$ cat config.mk
export PLATFORM = sky130hd
export DESIGN_NAME = ospt_channel
export DESIGN_NICKNAME = d
export VERILOG_FILES = /design/src/logic/ospt_channel.v /design/src/logic/ospt_prescaler.v
export VERILOG_INCLUDE_DIRS = /design/src /design/src/logic
export SDC_FILE = /design/constraint.sdc
export NUM_CORES = 1
export LEC_CHECK = 0
export BUFFER_PORTS_ARGS = -buffer_cell sky130_fd_sc_hd__buf_2
export CAP_MARGIN = 20
export CORE_UTILIZATION = 60
export DETAILED_ROUTE_END_ITERATION = 8
export PLACE_DENSITY = 0.84
export SLEW_MARGIN = 10
export SYNTH_ARGS = -nofsm -noshare
export SYNTH_HDL_FRONTEND = slang
export SYNTH_HIERARCHICAL = 1
export SYNTH_SLANG_ARGS = --single-unit
$ cat constraint.sdc
create_clock -name clk -period 3.7 [get_ports clk]
set_clock_uncertainty 0.1 [all_clocks]
set_input_delay 0.37 -clock clk [delete_from_list [all_inputs] [get_ports clk]]
set_output_delay 0.37 -clock clk [all_outputs]
set_load 0.03 [all_outputs]
$ cat src/logic/ospt_defs.vh
// Constants for the one-shot / PWM timer channel
// Function
// RULE1: Software start with run flag starts count
// RULE2: Zero count: output low, reload, stop, request
// RULE3: Retrigger reloads at next count pulse
// RULE4: Run cleared: stop, reload, output low, request
// RULE5: Start source: falling, rising, overflow, software
// RULE6: Overflow from B-group timer or neighbours
// RULE7: PWM trigger starts count, output high
// RULE8: PWM reloads each cycle automatically
// RULE9: 16-bit PWM period 65535, high n
// RULE10: 8-bit PWM period (m+1)*255, high n*(m+1)
// RULE11: 8-bit PWM first stays low one width
// RULE12: PWM stop: high goes low with request
// RULE13: Read returns live count, all ones reload
// RULE14: Read after halted write returns written value
// RULE15: Software rewrites timer after free-run stop
// RULE16: Reset clears run; load before run
// RULE17: One-shot output synchronised to count source
// RULE18: Entering one-shot mode sets request; code sets it only when entered from reset, timer or event-counter mode
// RULE19: Entering PWM mode sets request; code sets it only when entered from reset, timer or event-counter mode
// RULE20: Retrigger does one more count; spacing
// RULE21: Count source f1, f8, f32 or secondary
// RULE22: Dividers 1, 8, 32; secondary by 32
// RULE23: 8-bit PWM: low byte m, high byte n
// RULE24: Output low unless running with output on
`ifndef OSPT_DEFS_VH
`define OSPT_DEFS_VH
`define OSPT_MODE_TIMER 2'h0
`define OSPT_MODE_EVENT 2'h1
`define OSPT_MODE_ONESHOT 2'h2
`define OSPT_MODE_PWM 2'h3
`define OSPT_SRC_F1 2'h0
`define OSPT_SRC_F8 2'h1
`define OSPT_SRC_F32 2'h2
`define OSPT_SRC_SECONDARY_CLOCK_DIV32 2'h3
`define OSPT_TRG_SOFT 2'h0
`define OSPT_TRG_FALL 2'h1
`define OSPT_TRG_RISE 2'h2
`define OSPT_TRG_OVF 2'h3
`define OSPT_OVF_B2 2'h0
`define OSPT_OVF_LOWER 2'h1
`define OSPT_OVF_UPPER 2'h2
`define OSPT_DIV8_MAX 5'h07
`define OSPT_DIV32_MAX 5'h1F
`define OSPT_PWM16_PERIOD 16'hFFFF
`define OSPT_PWM8_STEPS 8'hFF
`define OSPT_TIMER_RESET 16'h0000
`endif

$ cat src/logic/ospt_channel.v
// One-shot and PWM timer channel with counter, reload and output pin
`timescale 1ns/1ps
`default_nettype none
`include "ospt_defs.vh"
module ospt_channel (
  input wire clk,
  input wire rstn,
  input wire sub_clk_tick,
  input wire [1:0] mode,
  input wire [1:0] src_sel,
  input wire [1:0] trig_sel,
  input wire [1:0] ovf_sel,
  input wire pwm8_sel,
  input wire out_enable,
  input wire run_flag,
  input wire oneshot_start,
  input wire timer_wr,
  input wire [15:0] timer_wdata,
  input wire irq_clear,
  input wire timer_trigger_input_pin,
  input wire second_b_group_timer,
  input wire lower_neighbour_channel,
  input wire upper_neighbour_channel,
  output reg [15:0] timer_rdata,
  output reg irq_request,
  output reg timer_pulse_output_pin,
  output reg underflow_pulse
);
  localparam ST_IDLE = 4'b0001;
  localparam ST_COUNT = 4'b0010;
  localparam ST_HIGH = 4'b0100;
  localparam ST_LOW = 4'b1000;

  reg [3:0] state_r;
  reg [3:0] state_nxt;
  reg [15:0] reload_r;
  reg [15:0] count_r;
  reg [15:0] count_nxt;
  reg [7:0] pre_r;
  reg [7:0] pre_nxt;
  reg out_nxt;
  reg irq_set;
  reg [1:0] mode_prev_r;
  reg mode_seen_r;
  reg trig_pend_r;
  reg retrig_r;
  reg run_prev_r;
  reg in_s1_r, in_s2_r, in_s3_r;
  reg b2_s1_r, b2_s2_r, b2_s3_r;
  reg lo_s1_r, lo_s2_r, lo_s3_r;
  reg up_s1_r, up_s2_r, up_s3_r;
  wire src_pulse;
  wire ext_rise;
  wire ext_fall;
  wire ovf_evt;
  wire trig_evt;
  wire active_mode;
  wire [7:0] m_val;
  wire [7:0] n_val;

  ospt_prescaler u_pre (
    .clk(clk),
    .rstn(rstn),
    .sub_clk_tick(sub_clk_tick),
    .src_sel(src_sel),
    .src_pulse(src_pulse)
  );

  // Edge detection on a rising 0->1 of a synchronised level
  function is_rise;
    input cur;
    input prev;
    begin
      is_rise = cur & ~prev;
    end
  endfunction

  // Pins cross two flops before any edge logic looks at them
  always @(posedge clk or negedge rstn) begin
    if (!rstn) begin
      in_s1_r <= 1'b0; in_s2_r <= 1'b0; in_s3_r <= 1'b0;
      b2_s1_r <= 1'b0; b2_s2_r <= 1'b0; b2_s3_r <= 1'b0;
      lo_s1_r <= 1'b0; lo_s2_r <= 1'b0; lo_s3_r <= 1'b0;
      up_s1_r <= 1'b0; up_s2_r <= 1'b0; up_s3_r <= 1'b0;
    end else begin
      in_s1_r <= timer_trigger_input_pin; in_s2_r <= in_s1_r; in_s3_r <= in_s2_r;
      b2_s1_r <= second_b_group_timer; b2_s2_r <= b2_s1_r; b2_s3_r <= b2_s2_r;
      lo_s1_r <= lower_neighbour_channel; lo_s2_r <= lo_s1_r; lo_s3_r <= lo_s2_r;
      up_s1_r <= upper_neighbour_channel; up_s2_r <= up_s1_r; up_s3_r <= up_s2_r;
    end
  end

  assign ext_rise = is_rise(in_s2_r, in_s3_r);
  assign ext_fall = is_rise(in_s3_r, in_s2_r);
  assign ovf_evt = (ovf_sel == `OSPT_OVF_B2) ? is_rise(b2_s2_r, b2_s3_r) :
                   (ovf_sel == `OSPT_OVF_LOWER) ? is_rise(lo_s2_r, lo_s3_r) :
                   is_rise(up_s2_r, up_s3_r); // RULE6
  assign trig_evt = (trig_sel == `OSPT_TRG_SOFT) ? (oneshot_start && mode == `OSPT_MODE_ONESHOT) :
                    (trig_sel == `OSPT_TRG_FALL) ? ext_fall :
                    (trig_sel == `OSPT_TRG_RISE) ? ext_rise : ovf_evt; // RULE5 RULE1
  assign active_mode = (mode == `OSPT_MODE_ONESHOT) || (mode == `OSPT_MODE_PWM);
  assign m_val = reload_r[7:0]; // RULE23
  assign n_val = reload_r[15:8]; // RULE23

  always @* begin
    state_nxt = state_r;
    count_nxt = count_r;
    pre_nxt = pre_r;
    out_nxt = timer_pulse_output_pin;
    irq_set = 1'b0;
    if (!active_mode || !run_flag) begin
      if (run_prev_r && state_r != ST_IDLE && active_mode) begin
        if (mode == `OSPT_MODE_ONESHOT) begin
          irq_set = 1'b1; // RULE4
          count_nxt = reload_r; // RULE4
        end else if (timer_pulse_output_pin) begin
          irq_set = 1'b1; // RULE12
        end
      end
      state_nxt = ST_IDLE;
      out_nxt = 1'b0; // RULE24 RULE4 RULE12
      if (timer_wr)
        count_nxt = timer_wdata; // RULE14
    end else if (!out_enable) begin
      out_nxt = 1'b0; // RULE24
    end else begin
      case (state_r)
        ST_IDLE: begin
          if (trig_pend_r && src_pulse) begin // RULE17
            if (mode == `OSPT_MODE_ONESHOT) begin
              state_nxt = ST_COUNT;
              count_nxt = reload_r;
              out_nxt = 1'b1; // RULE1
            end else if (pwm8_sel ? (n_val != 8'h00) : (reload_r != 16'h0000)) begin
              // RULE9 RULE10 zero disables
              state_nxt = pwm8_sel ? ST_LOW : ST_HIGH;
              count_nxt = pwm8_sel ? {8'h00, n_val} : reload_r;
              pre_nxt = m_val;
              out_nxt = ~pwm8_sel; // RULE7 RULE11
            end
          end
        end
        ST_COUNT: begin
          if (src_pulse) begin
            if (retrig_r) begin
              count_nxt = reload_r; // RULE3 RULE20
            end else if (count_r == 16'h0001 || count_r == 16'h0000) begin
              count_nxt = reload_r; // RULE2
              state_nxt = ST_IDLE;
              out_nxt = 1'b0; // RULE2
              irq_set = 1'b1; // RULE2
            end else begin
              count_nxt = count_r - 16'h0001;
            end
          end
        end
        default: begin
          if (src_pulse) begin
            if (pwm8_sel && pre_r != 8'h00) begin
              pre_nxt = pre_r - 8'h01;
            end else begin
              pre_nxt = m_val; // RULE10
              if (count_r > 16'h0001) begin
                count_nxt = count_r - 16'h0001;
              end else if (state_r == ST_HIGH) begin
                state_nxt = ST_LOW;
                out_nxt = 1'b0; // RULE7
                irq_set = 1'b1; // RULE7
                count_nxt = pwm8_sel ? {8'h00, `OSPT_PWM8_STEPS - n_val} :
                            (`OSPT_PWM16_PERIOD - reload_r); // RULE9 RULE10
              end else begin
                state_nxt = ST_HIGH;
                out_nxt = 1'b1;
                count_nxt = pwm8_sel ? {8'h00, n_val} : reload_r; // RULE8
              end
              if (count_r <= 16'h0001 && state_r == ST_LOW &&
                  (pwm8_sel ? (n_val == 8'h00) : (reload_r == 16'h0000))) begin
                state_nxt = ST_IDLE;
                out_nxt = 1'b0; // RULE9
              end
            end
          end
        end
      endcase
    end
  end

  always @(posedge clk or negedge rstn) begin
    if (!rstn) begin
      state_r <= ST_IDLE;
      count_r <= `OSPT_TIMER_RESET;
      reload_r <= `OSPT_TIMER_RESET;
      pre_r <= 8'h00;
      timer_pulse_output_pin <= 1'b0;
      run_prev_r <= 1'b0; // RULE16
      trig_pend_r <= 1'b0;
      retrig_r <= 1'b0;
    end else begin
      state_r <= state_nxt;
      count_r <= count_nxt;
      pre_r <= pre_nxt;
      timer_pulse_output_pin <= out_nxt;
      run_prev_r <= run_flag && active_mode;
      if (timer_wr)
        reload_r <= timer_wdata;
      // Trigger waits for the next count-source pulse
      if (!run_flag || !active_mode || state_r != ST_IDLE)
        trig_pend_r <= 1'b0;
      else if (trig_evt)
        trig_pend_r <= 1'b1; // RULE17
      if (state_r == ST_COUNT && trig_evt)
        retrig_r <= 1'b1; // RULE3
      else if (src_pulse || state_r != ST_COUNT)
        retrig_r <= 1'b0; // RULE20
    end
  end

  // Mode entry request from reset, timer or event-counter mode
  always @(posedge clk or negedge rstn) begin
    if (!rstn) begin
      mode_prev_r <= `OSPT_MODE_TIMER;
      mode_seen_r <= 1'b0;
      irq_request <= 1'b0;
    end else begin
      mode_prev_r <= mode;
      mode_seen_r <= 1'b1;
      if (irq_set ||
          (active_mode && (!mode_seen_r || mode_prev_r == `OSPT_MODE_TIMER ||
                           mode_prev_r == `OSPT_MODE_EVENT))) // RULE18 RULE19
        irq_request <= 1'b1;
      else if (irq_clear)
        irq_request <= 1'b0;
    end
  end

  always @(posedge clk or negedge rstn) begin
    if (!rstn) begin
      timer_rdata <= `OSPT_TIMER_RESET;
      underflow_pulse <= 1'b0;
    end else begin
      underflow_pulse <= irq_set && state_r == ST_COUNT;
      // Reload instant reads as all ones, as after an underflow
      if (state_r == ST_COUNT && src_pulse && count_r <= 16'h0001 && !retrig_r)
        timer_rdata <= 16'hFFFF; // RULE13
      else
        timer_rdata <= count_nxt; // RULE13 RULE14
    end
  end
endmodule // ospt_channel
`default_nettype wire

$ cat src/logic/ospt_prescaler.v
// Count-source pulse generator: main clock dividers and secondary divider
`timescale 1ns/1ps
`default_nettype none
`include "ospt_defs.vh"
module ospt_prescaler (
  input wire clk,
  input wire rstn,
  input wire sub_clk_tick,
  input wire [1:0] src_sel,
  output reg src_pulse
);
  reg [4:0] main_cnt_r;
  reg [4:0] sub_cnt_r;
  reg pulse_nxt;

  always @(posedge clk or negedge rstn) begin
    if (!rstn) begin
      main_cnt_r <= 5'h00;
      sub_cnt_r <= 5'h00;
    end else begin
      main_cnt_r <= main_cnt_r + 5'h01;
      if (sub_clk_tick)
        sub_cnt_r <= sub_cnt_r + 5'h01;
    end
  end

  always @* begin
    case (src_sel)
      `OSPT_SRC_F1: pulse_nxt = 1'b1; // RULE22
      `OSPT_SRC_F8: pulse_nxt = (main_cnt_r[2:0] == `OSPT_DIV8_MAX); // RULE22
      `OSPT_SRC_F32: pulse_nxt = (main_cnt_r == `OSPT_DIV32_MAX); // RULE22
      default: pulse_nxt = sub_clk_tick && (sub_cnt_r == `OSPT_DIV32_MAX); // RULE22
    endcase
  end

  always @(posedge clk or negedge rstn) begin
    if (!rstn)
      src_pulse <= 1'b0;
    else
      src_pulse <= pulse_nxt; // RULE21
  end
endmodule // ospt_prescaler
`default_nettype wire

==> results of run 1 <==
## how the worst max path moves through the flow
stage,slack (ps),start,end,depth (start not counted)
CTS,510,count_r[0],state_r[2],11
global route,170,count_r[0],state_r[2],11
global placement,600,count_r[0],timer_rdata[0],8
detailed placement,540,count_r[0],state_r[2],11
finish,470,count_r[0],state_r[2],11
floorplan,780,count_r[0],timer_rdata[14],11
## metrics by stage
stage	util (%)	hold WS (ps)	power [mW]	area [um^2]
after floorplan	-	-25.6	1.74	6030
after global placement	66.3	233	2.00	6480
after detailed placement	66.3	238	2.03	6480
after CTS	68.8	48.9	2.69	6720
after global routing	68.8	48.4	2.83	6720
final	68.8	52.3	2.72	6720
## state kept, by name, summed over array words and instances (netlist names), 4 cells and up
register          cells
count_r              16
reload_r             16
timer_rdata          16
pre_r                 8
u_pre/main_cnt_r      5
u_pre/sub_cnt_r       5
state_r               4
## critical path, stage by stage (launching register included)
cell and delay (ps):
dfrtp_1 500, inv_1 150, ha_1 260, nor2_1 90, nor4_1 470, buf_4 260, nand2_1 60, buf_4 220
o21ai_1 160, nand3_1 230, or4_1 490, a21oi_1 150
## final cells by class
type,instances,area [um^2],area share (%)
clock buffers,10,138,2.05
clock inverters,6,48.8,0.726
inverters,23,86.3,1.28
multi-input cells,545,3460,51.4
flip-flops and latches,91,2280,33.9
well taps,133,166,2.48
repair buffers,89,546,8.12
## kinds of logic after synthesis
| family | synth area share (%) |
|---|---|
| other cells | 0.0622 |
| mux | 5.83 |
| xor+xnor | 4.07 |
| simple gates | 20.8 |
| fa+ha+maj | 1.87 |
| compound gates | 24.5 |
| flops | 37.8 |
| buf+inv | 5.10 |
## power breakdown
part           switching [mW]  internal (mW)
logic                   0.482          0.300
clock network           0.400          0.269
registers               0.158           1.11
total                    1.04           1.68
## layer usage
metal / up-vias / GRT usage, % / wire length (um)
met5: - / 0 / 0
met4: 0 / 19.7 / 929
met3: 112 / 13.6 / 2990
met2: 534 / 61.8 / 9020
met1: 2900 / 58.6 / 8270
li1: 2713 / - / -
## layout by cell type, fill, tap and decap left out, drive strengths merged, types with 14 or more instances in the layout
| cell type | count |
|---|---|
| a21oi | 43 |
| buf | 84 |
| dfrtp | 90 |
| inv | 24 |
| mux2i | 22 |
| nand2 | 59 |
| nand2b | 16 |
| nand3 | 28 |
| nor2 | 58 |
| nor3 | 14 |
| nor4 | 17 |
| o211ai | 17 |
| o21ai | 75 |
| xnor2 | 17 |
==> flow_metrics.tcl, run 1 <==
set metrics [dict create \
    yosys-top-cells-count "dfrtp_1, o21ai_0, nand2_1" \
    ant_nets 0 \
    worst_hold_startpoint "mode[1]" \
    grtUsageTotal_pct 42.8 \
    relSlewSlack_pct 32.9 \
    setup_violations 0 \
    portBuffers 55 \
    syn_area_um2 6030 \
    syn_inst 713 \
    hold_depth 1 \
    wl_mm 21.2 \
    place_inst 876 \
    yosys.cell_types.count 76 \
    start_util_pct 61.7 \
    cts_setup_buffers 0 \
    via_per_inst 6.98 \
    timing.rr.end "state_r[2]" \
    final_nets 805 \
    startpoint_type "register" \
    dieHeight_um 102 \
    r2r_slack_ps 470 \
    yosys.area.top_type "dfrtp_1" \
    hpwl_mm 15.1 \
    ys_seq_area_share_pct 37.8 \
    wl_per_cell_um 23.7 \
    ios 56 \
    grt_pass1_wl_mm 32.9 \
    yosys_warnings 6 \
    min_path_type "input port to register" \
    instances_no_fill 897 \
    cp.arrival_ps 3450 \
    p_leak_nw 2.83 \
    grt_pass1_vias 5951 \
    cts_root_buffer "clkbuf_8" \
    syn_avg_cell_area_um2 8.46 \
    area_delta_synth_final_pct 11.4 \
    diodes 0 \
    clk_pin_slew_ps 100 \
    r2r_cells 11 \
    ir_worst_vdd_mv 0.419 \
    ys_async_sr_fraction_pct 100 \
    clk_latency_ps 400 \
    drtIter0Drc 871 \
    ys.flop_type "dfrtp_1" \
    synth_edf_count 0 \
    post-place-ws_ps 535 \
    maxSlewViolCount 0 \
    min_period_over_period_pct 87.3 \
    hold_violations 0 \
    worstMarginPinSlew_ps 999 \
    clockBufferDepth 2 \
    drc 0 \
    num_rows 36 \
    grt-ovfl-total 0 \
    status "finished clean" \
    cts_made_buffers 9 \
    cts_tree "yes" \
    n_fill_cell 827 \
    coreArea_um2 9770 \
    max_freq_ghz 0.310 \
    die-area_um2 10500 \
    synth_most_common_cell "dfrtp_1" \
    fin_ws_ps 472 \
    postCtsResizedCells 0 \
    synth_area_leaders "dfrtp_1, o21ai_0, nand2_1" \
    drv_cap 0 \
    rsz0062_at_grt "no" \
    hold_buffers 5 \
    ys_ff_latch 91 \
    drive_gt1_share_pct 16.2 \
    antenna_found_initial 0 \
    rr_startpoint "count_r[0]" \
    grt_max_degree 39 \
    critPathKind "register to register" \
    drt_pass1_iterations 6 \
    num_vias 6259 \
    cp_max_fo 14 \
    powerDensity_nw_per_um2 405 \
    holdPathEnd "mode_prev_r[1]" \
    syn_nets 759 \
    synth_top_area_share_pct 37.3 \
    cp-end-kind "register" \
    clock-sinks 91 \
    min_period_ps 3230 \
    cp.required_ps 3920 \
    dieWidth_um 102 \
    htreeDepth 3 \
    gp_congestion 1.04 \
    tns_ps 0 \
]
(Power assumes the default switching activity.)
==> inputs of run 2 (changes only) <==
Settings changed: PLACE_DENSITY 0.84 to 0.8.
==> run 2 against run 1 <==
  * The flow now finishes with violations (hold timing)
  * Clock power rose by 2%
  * First-iteration DRC count is 6.2% lower
  * Non-clock buffer count increased by 8
  * Setup slack worse by 33 ps
==> flow_metrics.tcl, run 2 (synthesis gave the netlist of run 1 again) <==
set metrics [dict create \
    clock-sinks 91 \
    ir_worst_vdd_mv 0.298 \
    crit_path_start "count_r[0]" \
    cts_root_buffer "clkbuf_8" \
    cts_made_buffers 9 \
    clockBufferDepth 2 \
    layout_commonest_cell "dfrtp_1" \
    min_period_over_period_pct 88.1 \
    cts_setup_buffers 0 \
    design_area_um2 6790 \
    final_util_pct 69.4 \
    drc 0 \
    cts_tree "yes" \
    grt-ovfl-total 0 \
    drv_cap 0 \
    setup_violations 0 \
    timing.rr.end "timer_rdata[11]" \
    pwr-share-comb_pct 28.3 \
    rsz0062_at_grt "no" \
    p_switching_mw 1.05 \
    drt_pass1_iterations 7 \
    drive_gt1_share_pct 17.2 \
    cp-end-kind "register" \
    antenna_found_initial 0 \
    hpwl_mm 15.3 \
    r2r_cells 9 \
    grt_max_degree 69 \
    rr_startpoint "count_r[0]" \
    power.total_mw 2.73 \
    maxSlewViolCount 0 \
    num_rows 36 \
    fin_ws_ps 439 \
    seq_power_share_pct 46.7 \
    cp.required_ps 3870 \
    final_cell_mix "dfrtp_1, o21ai_0, nand2_1" \
    dpl_cell_area_um2 6550 \
    portBuffers 55 \
    cp_max_fo 10 \
    diodes 0 \
    grt_pass1_wl_mm 32.8 \
    hold_violations 18 \
    wl_per_cell_um 23.6 \
    use_met1_pct 58.6 \
    gp_congestion 1.05 \
    startpoint_type "register" \
    wl_mm 21.4 \
    dieHeight_um 102 \
    grtUsageMet3_pct 13.4 \
    dieWidth_um 102 \
    min_period_ps 3260 \
    start_util_pct 61.7 \
    relSlewSlack_pct 43.0 \
    r2r_slack_ps 440 \
    area_delta_synth_final_pct 12.5 \
    cp.arrival_ps 3430 \
    final_nets 813 \
    via_per_inst 6.91 \
    ios 56 \
    max_freq_ghz 0.307 \
    min_path_type "input port to async pin" \
    crit_end "timer_rdata[11]" \
    clkPwrFrac_pct 25.0 \
    die-area_um2 10500 \
    grt_busiest_layer "met2" \
    ant_nets 0 \
    violations "hold timing" \
    critPathKind "register to register" \
    internal_power_mw 1.68 \
    grtUsageTotal_pct 43.1 \
    tns_ps 0 \
    post-place-ws_ps 602 \
    powerDensity_nw_per_um2 402 \
    status "complete, but fails checks" \
    grt.met2_usage_pct 63.1 \
    drtIter0Drc 817 \
    p_leak_nw 2.89 \
    hold_slack_ps -21.4 \
    top_regs "count_r x16, reload_r x16, timer_rdata x16" \
    grt_pass1_vias 5878 \
    htreeDepth 3 \
    worstMarginPinSlew_ps 854 \
    swShare_pct 38.5 \
    place_inst 885 \
    instances_no_fill 905 \
    num_vias 6258 \
    clk_pin_slew_ps 110 \
    clk_latency_ps 380 \
    coreArea_um2 9770 \
]
-- run 2: cell count changes in the layout (fill, tap and decap cells not counted) --
cell	before	now
clkinv_8	0	1
inv_6	1	2
inv_8	1	2
clkinvlp_4	2	0
dlygate4sd3_1	5	4
buf_4	30	39
clkbuf_8	10	9
-- run 2: routing by layer --
metal  vias to the layer above  routed length, um
li1                       2736                  -
met1                      2949               8210
met2                       471               9170
met3                       102               3060
met4                         0                952
met5                         -                  0
-- run 2: cell type report --
| cell class | instances | area, um^2 |
|---|---|---|
| Multi-Input combinational cell | 545 | 3460 |
| Fill cell | 819 | 2990 |
| Sequential cell | 91 | 2280 |
| Timing Repair Buffer | 97 | 603 |
| Tap cell | 133 | 166 |
| Clock buffer | 9 | 124 |
| Inverter | 23 | 86.3 |
| Clock inverter | 7 | 70.1 |
-- run 2: worst min-delay path by stage --
| stage | startpoint | endpoint | slack [ps] | depth (start not counted) |
|---|---|---|---|---|
| final | rstn | up_s3_r | -20 | 1 |
| after global routing | rstn | up_s2_r | 50 | 1 |
| after CTS | rstn | lo_s3_r | 9 | 1 |
| after detailed placement | lo_s1_r | lo_s2_r | 240 | 0 |
| after global placement | up_s1_r | up_s2_r | 230 | 0 |
| after floorplan | rstn | b2_s1_r | -30 | 0 |
-- run 2: timing repair --
item / CTS / global route
resized for setup: 0 / 0
endpoints found under the hold margin: 4 / 0
hold buffers: 4 / 0
endpoints found under the setup margin: 0 / 0
-- run 2: power by group through the flow --
stage,Combinational (mW),Sequential [mW],Clock (mW)
2_1_floorplan,0.477,1.27,0
3_3_place_gp,0.730,1.28,0
3_5_place_dp,0.743,1.28,0
4_1_cts,0.752,1.26,0.686
5_1_grt,0.832,1.29,0.721
6_report,0.773,1.27,0.684
-- run 2: critical path, stage by stage (launching register included) --
cell       delay [ps]
dfrtp_1           500
inv_1             150
ha_1              290
nor2_1            100
or4_1             750
o21ai_2           330
nor2_1            100
a2111oi_0         450
a32oi_1           200
nand2b_1          170
